`src/hdl/spfc_params.svh`:
```
// Constants of the self-programming flash control block
`ifndef SPFC_PARAMS_SVH
`define SPFC_PARAMS_SVH

// ---------------------------------------------------------------
// Register placement
// ---------------------------------------------------------------
`define SPFC_OFF_DATA 8'h57
`define SPFC_IO_DELTA 8'h20
`define SPFC_CTL_RESET 8'h00
`define SPFC_RD_IDLE 8'h00

// ---------------------------------------------------------------
// Control register bit positions
// ---------------------------------------------------------------
`define SPFC_B_IE 7
`define SPFC_B_SIG 5
`define SPFC_B_RRE 4
`define SPFC_B_STORE_ENABLE 0
`define SPFC_CMD_HI 4
`define SPFC_CMD_LO 1

// ---------------------------------------------------------------
// Z-pointer mapping, page geometry
// ---------------------------------------------------------------
`define SPFC_PC_TOP 11
`define SPFC_WORD_TOP 4
`define SPFC_Z_PAGE_HI 12
`define SPFC_Z_PAGE_LO 6
`define SPFC_Z_WORD_HI 5
`define SPFC_Z_WORD_LO 1
`define SPFC_Z_BYTE 0
`define SPFC_Z_SIG_HI 2
`define SPFC_Z_SIG_LO 1
`define SPFC_PAGE_WORDS 32
`define SPFC_HALT_PAGE_FIRST 7'h70

// ---------------------------------------------------------------
// Lock byte
// ---------------------------------------------------------------
`define SPFC_LOCK_RESET 8'hff
`define SPFC_LOCK_UNUSED 2'h3
`define SPFC_LOCK_TOP 5
`define SPFC_BUF_BLANK 16'hffff

// ---------------------------------------------------------------
// Timing
// ---------------------------------------------------------------
`define SPFC_ARM_INIT 2'h3
`define SPFC_LPM_MIN 2'h1
`define SPFC_CLK_PERIOD_NS 20
`define SPFC_OP_TIME_NS 3200000
`define SPFC_OP_CYCLES ((`SPFC_OP_TIME_NS + `SPFC_CLK_PERIOD_NS - 1) / `SPFC_CLK_PERIOD_NS)
`define SPFC_OP_CNT_W 18

`endif

```
`src/hdl/spfc_pkg.sv`:
```
// Types of the self-programming flash control block
`default_nettype none
package spfc_pkg;
  typedef struct packed {
    logic rd;
    logic wr;
    logic is_io;
    logic [7:0] addr;
    logic [7:0] wdata;
  } spfc_bus_req_t;

  typedef struct packed {
    logic ie;
    logic busy;
    logic sig;
    logic rre;
    logic blb;
    logic pgw;
    logic pge;
    logic store_enable;
  } spfc_ctl_t;

  typedef struct packed {
    logic erase;
    logic write;
    logic [6:0] page;
  } spfc_flash_cmd_t;

  typedef enum logic [1:0] {
    SPFC_IDLE = 2'b00,
    SPFC_ARMED = 2'b01,
    SPFC_BUSY = 2'b11
  } spfc_state_t;
endpackage : spfc_pkg
`default_nettype wire

```
`src/hdl/spfc_ctrl.sv`:
```
// Self-programming flash control: control register, arming window, commands
`include "spfc_params.svh"
`default_nettype none
module spfc_ctrl import spfc_pkg::*; #(
  parameter int unsigned OP_CYCLES = `SPFC_OP_CYCLES,
  // Signature row bytes: values are arbitrary
  parameter logic [3:0][7:0] SIG_ROW = 32'h0c_0b_0a_09
) (
  input wire logic i_core_clk,
  input wire logic i_srst,
  input wire logic i_ce,
  input wire spfc_bus_req_t i_bus,
  output logic [7:0] o_bus_rdata,
  input wire logic i_global_ie,
  input wire logic i_spm_valid,
  input wire logic i_lpm_valid,
  input wire logic [15:0] i_zptr,
  input wire logic [7:0] i_r0,
  input wire logic [7:0] i_r1,
  input wire logic [7:0] i_fuse_byte,
  input wire logic i_chip_erase,
  input wire logic [4:0] i_flash_rd_word,
  output logic o_lpm_hit,
  output logic o_lpm_done,
  output logic [7:0] o_lpm_data,
  output logic o_ready_irq,
  output logic o_live_section_busy,
  output logic o_cpu_halt,
  output logic o_op_busy,
  output spfc_flash_cmd_t o_flash_cmd,
  output logic [15:0] o_flash_wdata,
  output logic [7:0] o_lock_bits
);
  spfc_state_t state_r, state_nxt;
  spfc_ctl_t ctl_r, ctl_nxt;
  logic [1:0] arm_cnt_r, arm_cnt_nxt;
  logic [`SPFC_OP_CNT_W-1:0] op_cnt_r, op_cnt_nxt;
  logic halt_r;
  logic [7:0] lock_r;
  logic [7:0] rdata_r;
  logic [7:0] lpm_data_r;
  logic lpm_done_r;
  spfc_flash_cmd_t flash_cmd_r;
  logic buf_loading;

  // ---------------------------------------------------------------
  // Register decode
  // ---------------------------------------------------------------
  wire logic [7:0] io_addr = `SPFC_OFF_DATA - `SPFC_IO_DELTA;
  wire logic addr_hit = i_bus.is_io ? (i_bus.addr == io_addr) : (i_bus.addr == `SPFC_OFF_DATA);
  wire logic wr_hit = i_bus.wr && addr_hit;
  wire logic rd_hit = i_bus.rd && addr_hit;
  wire logic [3:0] w_cmd = i_bus.wdata[`SPFC_CMD_HI:`SPFC_CMD_LO];
  wire logic w_sig = i_bus.wdata[`SPFC_B_SIG];
  // Store-enable with at most one command bit; signature only on its own
  wire logic pat_ok = i_bus.wdata[`SPFC_B_STORE_ENABLE] && $onehot0(w_cmd) && !(w_sig && (|w_cmd));
  wire logic cmd_take = wr_hit && pat_ok && (state_r == SPFC_IDLE);

  // ---------------------------------------------------------------
  // Instruction decode
  // ---------------------------------------------------------------
  wire logic armed = (state_r == SPFC_ARMED);
  wire logic spm_take = i_spm_valid && armed;
  wire logic plain_store = !(ctl_r.sig || ctl_r.rre || ctl_r.blb || ctl_r.pgw || ctl_r.pge);
  wire logic page_op = ctl_r.pge || ctl_r.pgw;
  wire logic op_start = spm_take && (page_op || ctl_r.blb);
  wire logic [6:0] page_sel = i_zptr[`SPFC_Z_PAGE_HI:`SPFC_Z_PAGE_LO];
  wire logic [4:0] word_sel = i_zptr[`SPFC_Z_WORD_HI:`SPFC_Z_WORD_LO];
  wire logic halting = (page_sel >= `SPFC_HALT_PAGE_FIRST);
  wire logic op_done = (state_r == SPFC_BUSY) && (op_cnt_r == '0);
  wire logic window_lapse = armed && (arm_cnt_r == '0) && !i_spm_valid;
  wire logic buf_wr = spm_take && plain_store;
  wire logic buf_discard = spm_take && ctl_r.rre;
  wire logic lpm_in_win = armed && (arm_cnt_r >= `SPFC_LPM_MIN);
  wire logic lpm_hit = i_lpm_valid && lpm_in_win && (ctl_r.sig || ctl_r.blb);
  wire logic [7:0] sig_byte = SIG_ROW[i_zptr[`SPFC_Z_SIG_HI:`SPFC_Z_SIG_LO]];
  wire logic [7:0] lock_fuse = i_zptr[`SPFC_Z_BYTE] ? i_fuse_byte : lock_r;
  wire logic [7:0] lpm_sel = ctl_r.sig ? sig_byte : lock_fuse;
  wire logic [7:0] lock_new = lock_r & {`SPFC_LOCK_UNUSED, i_r0[`SPFC_LOCK_TOP:0]};
  wire logic [`SPFC_OP_CNT_W-1:0] op_load = `SPFC_OP_CNT_W'(OP_CYCLES - 1);

  // ---------------------------------------------------------------
  // Next-state logic
  // ---------------------------------------------------------------
  always_comb begin
    state_nxt = state_r;
    ctl_nxt = ctl_r;
    arm_cnt_nxt = arm_cnt_r;
    op_cnt_nxt = op_cnt_r;
    if (wr_hit) begin
      ctl_nxt.ie = i_bus.wdata[`SPFC_B_IE];
    end
    unique case (state_r)
      SPFC_IDLE: begin
        if (cmd_take) begin
          ctl_nxt.sig = w_sig;
          {ctl_nxt.rre, ctl_nxt.blb, ctl_nxt.pgw, ctl_nxt.pge} = w_cmd;
          ctl_nxt.store_enable = 1'b1;
          arm_cnt_nxt = `SPFC_ARM_INIT;
          state_nxt = SPFC_ARMED;
        end
      end
      SPFC_ARMED: begin
        if (arm_cnt_r != '0) begin
          arm_cnt_nxt = arm_cnt_r - 2'h1;
        end
        if (op_start) begin
          op_cnt_nxt = op_load;
          state_nxt = SPFC_BUSY;
          if (page_op && !halting) begin
            ctl_nxt.busy = 1'b1;
          end
        end else if (spm_take || window_lapse) begin
          {ctl_nxt.sig, ctl_nxt.rre, ctl_nxt.blb, ctl_nxt.pgw, ctl_nxt.pge, ctl_nxt.store_enable} = '0;
          state_nxt = SPFC_IDLE;
          if (buf_wr || buf_discard) begin
            ctl_nxt.busy = 1'b0;
          end
        end
      end
      SPFC_BUSY: begin
        if (op_done) begin
          {ctl_nxt.sig, ctl_nxt.rre, ctl_nxt.blb, ctl_nxt.pgw, ctl_nxt.pge, ctl_nxt.store_enable} = '0;
          state_nxt = SPFC_IDLE;
        end else begin
          op_cnt_nxt = op_cnt_r - `SPFC_OP_CNT_W'(1);
        end
      end
      default: begin
        ctl_nxt = `SPFC_CTL_RESET;
        state_nxt = SPFC_IDLE;
      end
    endcase
  end

  // ---------------------------------------------------------------
  // State registers
  // ---------------------------------------------------------------
  always_ff @(posedge i_core_clk) begin
    if (i_srst) begin
      state_r <= SPFC_IDLE;
      ctl_r <= `SPFC_CTL_RESET;
      arm_cnt_r <= '0;
      op_cnt_r <= '0;
    end else if (i_ce) begin
      state_r <= state_nxt;
      ctl_r <= ctl_nxt;
      arm_cnt_r <= arm_cnt_nxt;
      op_cnt_r <= op_cnt_nxt;
    end
  end

  always_ff @(posedge i_core_clk) begin
    if (i_srst) begin
      halt_r <= 1'b0;
      flash_cmd_r <= '0;
    end else if (i_ce) begin
      if (op_start && page_op && halting) begin
        halt_r <= 1'b1;
      end else if (op_done) begin
        halt_r <= 1'b0;
      end
      flash_cmd_r <= (op_start && page_op) ? {ctl_r.pge, ctl_r.pgw, page_sel} : '0;
    end
  end

  always_ff @(posedge i_core_clk) begin
    if (i_srst) begin
      lock_r <= `SPFC_LOCK_RESET;
    end else if (i_ce) begin
      if (i_chip_erase) begin
        lock_r <= `SPFC_LOCK_RESET;
      end else if (op_start && ctl_r.blb) begin
        lock_r <= lock_new;
      end
    end
  end

  always_ff @(posedge i_core_clk) begin
    if (i_srst) begin
      rdata_r <= `SPFC_RD_IDLE;
      lpm_data_r <= '0;
      lpm_done_r <= 1'b0;
    end else if (i_ce) begin
      rdata_r <= rd_hit ? ctl_r : `SPFC_RD_IDLE;
      lpm_done_r <= lpm_hit;
      if (lpm_hit) begin
        lpm_data_r <= lpm_sel;
      end
    end
  end

  // ---------------------------------------------------------------
  // Page buffer
  // ---------------------------------------------------------------
  spfc_page_buffer u_buf (
    .i_core_clk(i_core_clk),
    .i_srst(i_srst),
    .i_ce(i_ce),
    .i_wr(buf_wr),
    .i_widx(word_sel),
    .i_wdata({i_r1, i_r0}),
    .i_discard(buf_discard),
    .i_ridx(i_flash_rd_word),
    .o_rdata(o_flash_wdata),
    .o_loading(buf_loading)
  );

  // ---------------------------------------------------------------
  // Outputs
  // ---------------------------------------------------------------
  assign o_bus_rdata = rdata_r;
  assign o_lpm_hit = lpm_hit;
  assign o_lpm_done = lpm_done_r;
  assign o_lpm_data = lpm_data_r;
  assign o_ready_irq = ctl_r.ie && i_global_ie && !ctl_r.store_enable;
  assign o_live_section_busy = ctl_r.busy;
  assign o_cpu_halt = halt_r;
  assign o_op_busy = (state_r == SPFC_BUSY);
  assign o_flash_cmd = flash_cmd_r;
  assign o_lock_bits = lock_r;
endmodule : spfc_ctrl
`default_nettype wire

```
`src/hdl/spfc_page_buffer.sv`:
```
// Temporary page buffer with per-word fill marks
`include "spfc_params.svh"
`default_nettype none
module spfc_page_buffer import spfc_pkg::*; (
  input wire logic i_core_clk,
  input wire logic i_srst,
  input wire logic i_ce,
  input wire logic i_wr,
  input wire logic [4:0] i_widx,
  input wire logic [15:0] i_wdata,
  input wire logic i_discard,
  input wire logic [4:0] i_ridx,
  output logic [15:0] o_rdata,
  output logic o_loading
);
  logic [15:0] mem [`SPFC_PAGE_WORDS];
  logic [`SPFC_PAGE_WORDS-1:0] filled_r;
  logic [15:0] rdata_r;

  // ---------------------------------------------------------------
  // Per-word fill marks; a discard drops every word
  // ---------------------------------------------------------------
  for (genvar g = 0; g < `SPFC_PAGE_WORDS; g++) begin : g_word
    wire logic hit = i_wr && (i_widx == 5'(g));
    always_ff @(posedge i_core_clk) begin
      if (i_srst) begin
        filled_r[g] <= 1'b0;
      end else if (i_ce) begin
        filled_r[g] <= i_discard ? 1'b0 : (filled_r[g] | hit);
      end
    end
    always_ff @(posedge i_core_clk) begin
      if (i_ce && hit) begin
        mem[g] <= i_wdata;
      end
    end
  end

  always_ff @(posedge i_core_clk) begin
    if (i_srst) begin
      rdata_r <= `SPFC_BUF_BLANK;
    end else if (i_ce) begin
      rdata_r <= filled_r[i_ridx] ? mem[i_ridx] : `SPFC_BUF_BLANK;
    end
  end

  assign o_rdata = rdata_r;
  assign o_loading = |filled_r;
endmodule : spfc_page_buffer
`default_nettype wire

```
`config.mk`:
```
export PLATFORM = sky130hd
export DESIGN_NAME = spfc_ctrl
export DESIGN_NICKNAME = d
export VERILOG_FILES = /design/src/hdl/spfc_pkg.sv /design/src/hdl/spfc_ctrl.sv /design/src/hdl/spfc_page_buffer.sv
export VERILOG_INCLUDE_DIRS = /design/src /design/src/hdl
export SDC_FILE = /design/constraint.sdc
export NUM_CORES = 1
export LEC_CHECK = 0
export ABC_AREA = 1
export BUFFER_PORTS_ARGS = -buffer_cell sky130_fd_sc_hd__buf_2
export CAP_MARGIN = 20
export CELL_PAD_IN_SITES_DETAIL_PLACEMENT = 0
export CELL_PAD_IN_SITES_GLOBAL_PLACEMENT = 1
export CORE_MARGIN = 5
export CORE_UTILIZATION = 40
export CTS_CLUSTER_SIZE = 20
export DETAILED_ROUTE_END_ITERATION = 6
export HOLD_SLACK_MARGIN = 0.02
export PLACE_DENSITY_LB_ADDON = 0.1
export SETUP_SLACK_MARGIN = 0.1
export SYNTH_ARGS = -nofsm -noshare
export SYNTH_HDL_FRONTEND = slang
export SYNTH_SLANG_ARGS = --single-unit
```
`constraint.sdc`:
```
create_clock -name i_core_clk -period 2.7 [get_ports i_core_clk]
set_input_delay 0.54 -clock i_core_clk [delete_from_list [all_inputs] [get_ports i_core_clk]]
set_output_delay 0.54 -clock i_core_clk [all_outputs]
set_load 0.005 [all_outputs]
```
==> flow_summary.json, run 1 <==
{
  "start_util_pct": 40.4,
  "yosysWarnings": 0,
  "worstPathArrival_ps": 1830,
  "rsz0062_at_grt": "false",
  "final_util_pct": 47.4,
  "core-area_um2": 64500,
  "cts_buffers": 70,
  "reg2reg_slack_ps": 400,
  "netlist_top_cells_area": "edfxtp_1 (59%), dfxtp_1 (8.6%), nor2_1 (7.5%)",
  "synth.net_count": 2594,
  "cp_max_fo": 6,
  "peakVddDrop_uv": 421,
  "fill_cells": 6047,
  "ys_ff_latch": 624,
  "finalClockSkew_ps": 17.7,
  "fin_setup_tns_ps": 0,
  "power_mw": 21.1,
  "gp_congestion": 0.815,
  "crit_type": "reg2out",
  "path_clk_slew_ps": 60,
  "clkPwrFrac_pct": 42.6,
  "via_per_inst": 5.11,
  "syn_area_per_cell_um2": 10.4,
  "fin_crit_sh_pct": 87.8,
  "drv_cap": 0,
  "syn_inst": 2511,
  "hold_viol": 0,
  "postPlaceCellArea_um2": 28400,
  "grt_max_degree": 77,
  "grt_pass1_vias": 18000,
  "cp-end-kind": "output pin",
  "synth.cell_area_um2": 26100,
  "final_area_um2": 30500,
  "grt_pass1_wl_um": 112000,
  "comb_power_share_pct": 7.7,
  "sw_frac_of_total_pct": 23.1,
  "power_leakage_nw": 11.2,
  "grt_usage_pct": 20.8,
  "fmaxAchievable_mhz": 422,
  "die_w_um": 265,
  "stdcell_count": 3563,
  "numPortBuffers": 121,
  "yosys.cell_count.top_type": "nor2_1",
  "ys_top_cells_by_count": "nor2_1 (519), edfxtp_1 (512), nand2_1 (447)",
  "r2r-start": "state_r[1]",
  "yosysTopAreaCell": "edfxtp_1",
  "cts_setup_buffers": 0,
  "final_nets": 2739,
  "slew_violations": 0,
  "die_area_um2": 70400,
  "clkSinkCount": 624,
  "holdCritStartpoint": "i_zptr[7]",
  "cp.required_ps": 2160,
  "clockBufferDepth": 3,
  "min_path_cells": 3,
  "cts_root_buffer": "clkbuf_16",
  "setup_viol": 0,
  "drt_iter0_drc": 1174,
  "rr_endpoint": "u_buf.mem[7][3]",
  "drt-total-wl_um": 74100,
  "max_stage_delay_ps": 330,
  "grt-ovfl-total": 0,
  "clkLatencyLatePin_ps": 590,
  "synth-seq-area-share_pct": 67.6,
  "antenna_found_initial": 5,
  "slew-limit-headroom_pct": 46.4,
  "tightest_slew_ps": 805,
  "switching_power_mw": 4.88,
  "pre_cts_slack_ps": 234,
  "pin_count": 126,
  "cp-start-kind": "flop",
  "synth_ff_type": "edfxtp_1",
  "dp_hpwl_um": 45200,
  "p_per_area_nw_per_um2": 691,
  "drive_above_1_share_pct": 14.1,
  "pwr-share-seq_pct": 49.7,
  "yosysUniqueCellTypes": 36,
  "tritoncts": "yes",
  "status": "completed",
  "die_h_um": 265,
  "min_to": "o_flash_cmd[1]",
  "postRouteAntennaNets": 0,
  "dp.cells": 3439,
  "area_growth_pct": 17.1,
  "htreeDepth": 3,
  "r2r_cells": 9,
  "std_cell_rows": 93,
  "drc": 0,
  "path_cells": "inv_1, ha_2, inv_1, nor2_1, nand2_1, nor2_1, buf_2",
  "hold_class": "in2reg",
  "critical-path-slowest-cell": "dfxtp_1",
  "post-route-min-period_ps": 2370,
  "worst_hold_slack_ps": 196,
  "synth_edf_count": 512,
  "synth_top_area_share_pct": 59.0,
  "setup_slack_ps": 330,
  "via_count": 18200,
  "first_pass_iters": 5,
  "intPower_mw": 16.2,
  "postSynth.asyncResetShare_pct": 0,
  "post_drt_wl_per_cell_um": 20.8
}
placed cells by master, fill, tap and decap left out, types with 2 or more instances in the layout:
cell         n
buf_2      119
clkinv_1    13
ha_1        10
nor3_1       3
nand4_1      4
inv_6        2
clkbuf_1    23
o31ai_1      5
o21ba_2     28
buf_12      43
clkbuf_16   73
nand2_1    447
bufinv_16    3
a31oi_1      2
inv_1      113
edfxtp_1   512
clkbuf_8     2
or2_2        6
o211ai_1    26
nand3_1    255
nor2_2      32
inv_2        3
clkinv_2    11
xor2_1       3
dfxtp_1    112
xnor2_1      3
buf_4       51
a21oi_1     82
o21ai_0    217
nor2_1     490
power by group through the flow:
stage | registers (mW) | clock network, mW | logic [mW]
floorplan | 10.7 | 0 | 0.936
global placement | 10.7 | 0 | 1.62
detailed placement | 10.7 | 0 | 1.63
CTS | 10.5 | 9.24 | 1.63
global route | 10.5 | 9.65 | 1.81
finish | 10.5 | 9.01 | 1.62
worst max path at each step:
stage	startpoint	slack, ps	cells after the start	end
after floorplan	state_r[1]	200	9	u_buf.mem[12][0]
after global placement	i_flash_rd_word[0]	230	14	u_buf.o_rdata[9]
after detailed placement	i_flash_rd_word[0]	230	14	u_buf.o_rdata[9]
after CTS	state_r[1]	260	7	o_lpm_hit
after global routing	state_r[1]	170	7	o_lpm_hit
final	state_r[1]	330	7	o_lpm_hit
worst max-delay path: cells and delay by family (launching register included):
family	cells	cell delay [ps]
flip-flops	1	330
AND/OR/NAND/NOR	3	340
buffers and inverters	3	310
adder cells (fa/ha/maj)	1	260
state kept, by name, summed over array words and instances, names as in the netlist:
signal and cells:
u_buf.mem 512, u_buf.filled_r 32, op_cnt_r 18, u_buf.o_rdata 16, o_flash_cmd 9, o_bus_rdata 8, o_lpm_data 8, ctl_r 7
o_lock_bits 7, arm_cnt_r 2, state_r 2, o_cpu_halt 1, o_live_section_busy 1, o_lpm_done 1
per-layer routing:
layer	track usage [%]	vias to the layer above	wire length (µm)
li1	-	8849	-
met1	28.6	8793	33000
met2	33.9	445	34800
met3	3.93	101	4490
met4	6.11	4	1830
met5	0	-	26
logic make-up (layout without fill, tap and decap cells):
| family | after synthesis | in the layout | synth area share, % |
|---|---|---|---|
| AO/OA/AOI/OAI | 365 | 365 | 7.89 |
| XOR/XNOR | 6 | 6 | 0.202 |
| adder cells (fa/ha/maj) | 12 | 12 | 0.605 |
| buffers and inverters | 263 | 459 | 4.41 |
| flip-flops | 624 | 624 | 67.6 |
| other | 0 | 1 | 0 |
| AND/OR/NAND/NOR | 1241 | 1241 | 19.3 |
layout make-up:
cell class	count	area [µm²]	area share, %
inverters	121	460	1.51
repair buffers	215	1870	6.11
multi-input cells	1624	7390	24.2
clock inverters	25	194	0.635
flip-flops and latches	624	17600	57.7
clock buffers	98	1940	6.35
diodes	1	2.50	0.00819
well taps	855	1070	3.50
timing repair:
item	4_1_cts	5_1_grt
hold buffers	0	0
resized for setup	0	1
endpoints found under the setup margin	0	8
Note: power is estimated with default switching activity, not from simulation.
==> run 2: changes to the inputs <==
--- a/config.mk
+++ b/config.mk
@@ -13,11 +13,13 @@
 export CELL_PAD_IN_SITES_GLOBAL_PLACEMENT = 1
 export CORE_MARGIN = 5
 export CORE_UTILIZATION = 40
+export CTS_BUF_LIST = sky130_fd_sc_hd__clkbuf_16
 export CTS_CLUSTER_SIZE = 20
 export DETAILED_ROUTE_END_ITERATION = 6
 export HOLD_SLACK_MARGIN = 0.02
 export PLACE_DENSITY_LB_ADDON = 0.1
 export SETUP_SLACK_MARGIN = 0.1
+export SLEW_MARGIN = 20
 export SYNTH_ARGS = -nofsm -noshare
 export SYNTH_HDL_FRONTEND = slang
 export SYNTH_SLANG_ARGS = --single-unit
==> run 2 against run 1 <==
Against the previous run: clock-buffer cell count is 25 lower; via count hardly changed; maximum frequency hardly changed; non-clock buffer count stayed put; core utilization hardly changed; sequential power hardly changed; worst setup slack better by 0.74 ps; die area stayed put; critical endpoint unchanged; largest power group unchanged.
==> flow_summary.json, run 2 (same netlist as run 1, synthesis figures left out) <==
{
  "via_per_inst": 5.11,
  "postPlaceCellArea_um2": 28400,
  "setup_slack_ps": 331,
  "postCtsHoldBufs": 0,
  "critical-path-slowest-cell": "dfxtp_1",
  "postRouteAntennaNets": 0,
  "max_stage_delay_ps": 330,
  "cp-start-kind": "flop",
  "cp.required_ps": 2160,
  "area_growth_pct": 17.0,
  "fin_crit_sh_pct": 87.7,
  "status": "completed",
  "post-route-min-period_ps": 2370,
  "drt_iter0_drc": 1189,
  "r2r-start": "state_r[1]",
  "antenna_found_initial": 5,
  "grt-ovfl-total": 0,
  "reg_top3": "u_buf.mem: 512 flops, u_buf.filled_r: 32 flops, op_cnt_r: 18 flops",
  "grt_pass1_wl_um": 111000,
  "p_per_area_nw_per_um2": 687,
  "setup_viol": 0,
  "cp_max_fo": 6,
  "hold_viol": 0,
  "layout_commonest_cell": "edfxtp_1",
  "grt_usage_pct": 20.8,
  "drv_cap": 0,
  "pre_cts_slack_ps": 234,
  "critPathBufInv": 3,
  "first_pass_iters": 5,
  "tritoncts": "yes",
  "worstPathArrival_ps": 1830,
  "die_w_um": 265,
  "cts_root_buffer": "clkbuf_16",
  "largest_reg_flops": 512,
  "cts.repair.resized": 0,
  "drive_above_1_share_pct": 14.1,
  "clkSinkCount": 624,
  "grt_pass1_vias": 18000,
  "drt-total-wl_um": 74100,
  "crit_type": "reg2out",
  "start_util_pct": 40.4,
  "holdCritStartpoint": "i_zptr[7]",
  "finalClockSkew_ps": 17.6,
  "cp-end-kind": "output pin",
  "slew-limit-headroom_pct": 46.9,
  "slew_violations": 0,
  "die_area_um2": 70400,
  "final_util_pct": 47.3,
  "drc": 0,
  "clockBufferDepth": 3,
  "multiInputGateArea_um2": 7390,
  "top_register": "u_buf.mem",
  "std_cell_rows": 93,
  "die_h_um": 265,
  "cts_setup_buffers": 0,
  "gp_congestion": 0.815,
  "crit_start": "state_r[1]",
  "regArea_um2": 17600,
  "path_cells": "inv_1, ha_2, inv_1, nor2_1, nand2_1, nor2_1, buf_2",
  "grt_max_degree": 77,
  "cts_buffers": 70,
  "pin_count": 126,
  "rsz0062_at_grt": "false",
  "numPortBuffers": 121,
  "post_drt_wl_per_cell_um": 20.8,
  "path_delay_family": "simple AND/OR/NAND/NOR gates",
  "fin_setup_tns_ps": 0,
  "final_area_um2": 30500,
  "htreeDepth": 3,
  "power_leakage_nw": 11.3,
  "fill_cells": 6051,
  "tightest_slew_ps": 797,
  "clkLatencyLatePin_ps": 590,
  "stdcell_count": 3563,
  "layout_common_cells": "edfxtp_1 (512), nor2_1 (490), nand2_1 (447)",
  "path_clk_slew_ps": 60,
  "hold_class": "in2reg",
  "final_nets": 2739,
  "dp_hpwl_um": 45200,
  "via_count": 18200,
  "peakVddDrop_uv": 421,
  "fmaxAchievable_mhz": 422,
  "dp.cells": 3439,
  "core-area_um2": 64500
}
[run 2: changes by cell type in the layout (fill, tap and decap cells not counted)]
cell,delta
clkbuf_1,-23
inv_1,+23
clkbuf_8,-2
clkinv_1,+2
[run 2: metrics by stage]
step | power [mW] | hold WS, ps
after floorplan | 11.6 | 431
after global placement | 12.3 | 440
after detailed placement | 12.3 | 444
after CTS | 21.2 | 157
after global routing | 21.8 | 182
final | 21.0 | 196
[run 2: worst paths after layout]
check                       endpoint  slack [ps]  cells after the start
setup / recovery           o_lpm_hit         330                      7
hold / removal        o_flash_cmd[1]         200                      3
setup reg to reg    u_buf.mem[7][12]         390                      9
hold reg to reg   u_buf.filled_r[10]         450                      2
[run 2: where the power goes]
part / total (mW) / switching (mW) / internal, mW / leakage [nW]
Combinational: 1.62 / 1.12 / 0.493 / 4.62
Sequential: 10.5 / 0.0367 / 10.5 / 5.51
Clock: 8.85 / 3.71 / 5.14 / 1.13
Total: 21.0 / 4.87 / 16.1 / 11.3
[run 2: area by class of cell]
type                    instances  area share [%]
clock inverters                50           0.943
diodes                          1         0.00820
repair buffers                215            6.11
well taps                     855            3.51
flip-flops and latches        624            57.7
inverters                     121            1.51
multi-input cells            1624            24.2
clock buffers                  73            5.99
[run 2: worst reg2reg max path: cells and delay by family (launching register included)]
| kind | cells | cell delay [ps] |
|---|---|---|
| and+or+nand+nor | 4 | 760 |
| buffers and inverters | 4 | 640 |
| DFF | 1 | 330 |
| adders and majority gates | 1 | 260 |
[run 2: layer usage]
layer / global-route usage (%) / wire, µm / up-vias
met5: 0 / 26 / -
met4: 6.11 / 1830 / 4
met3: 3.93 / 4490 / 101
met2: 33.8 / 34600 / 459
met1: 28.7 / 33100 / 8788
li1: - / - / 8845
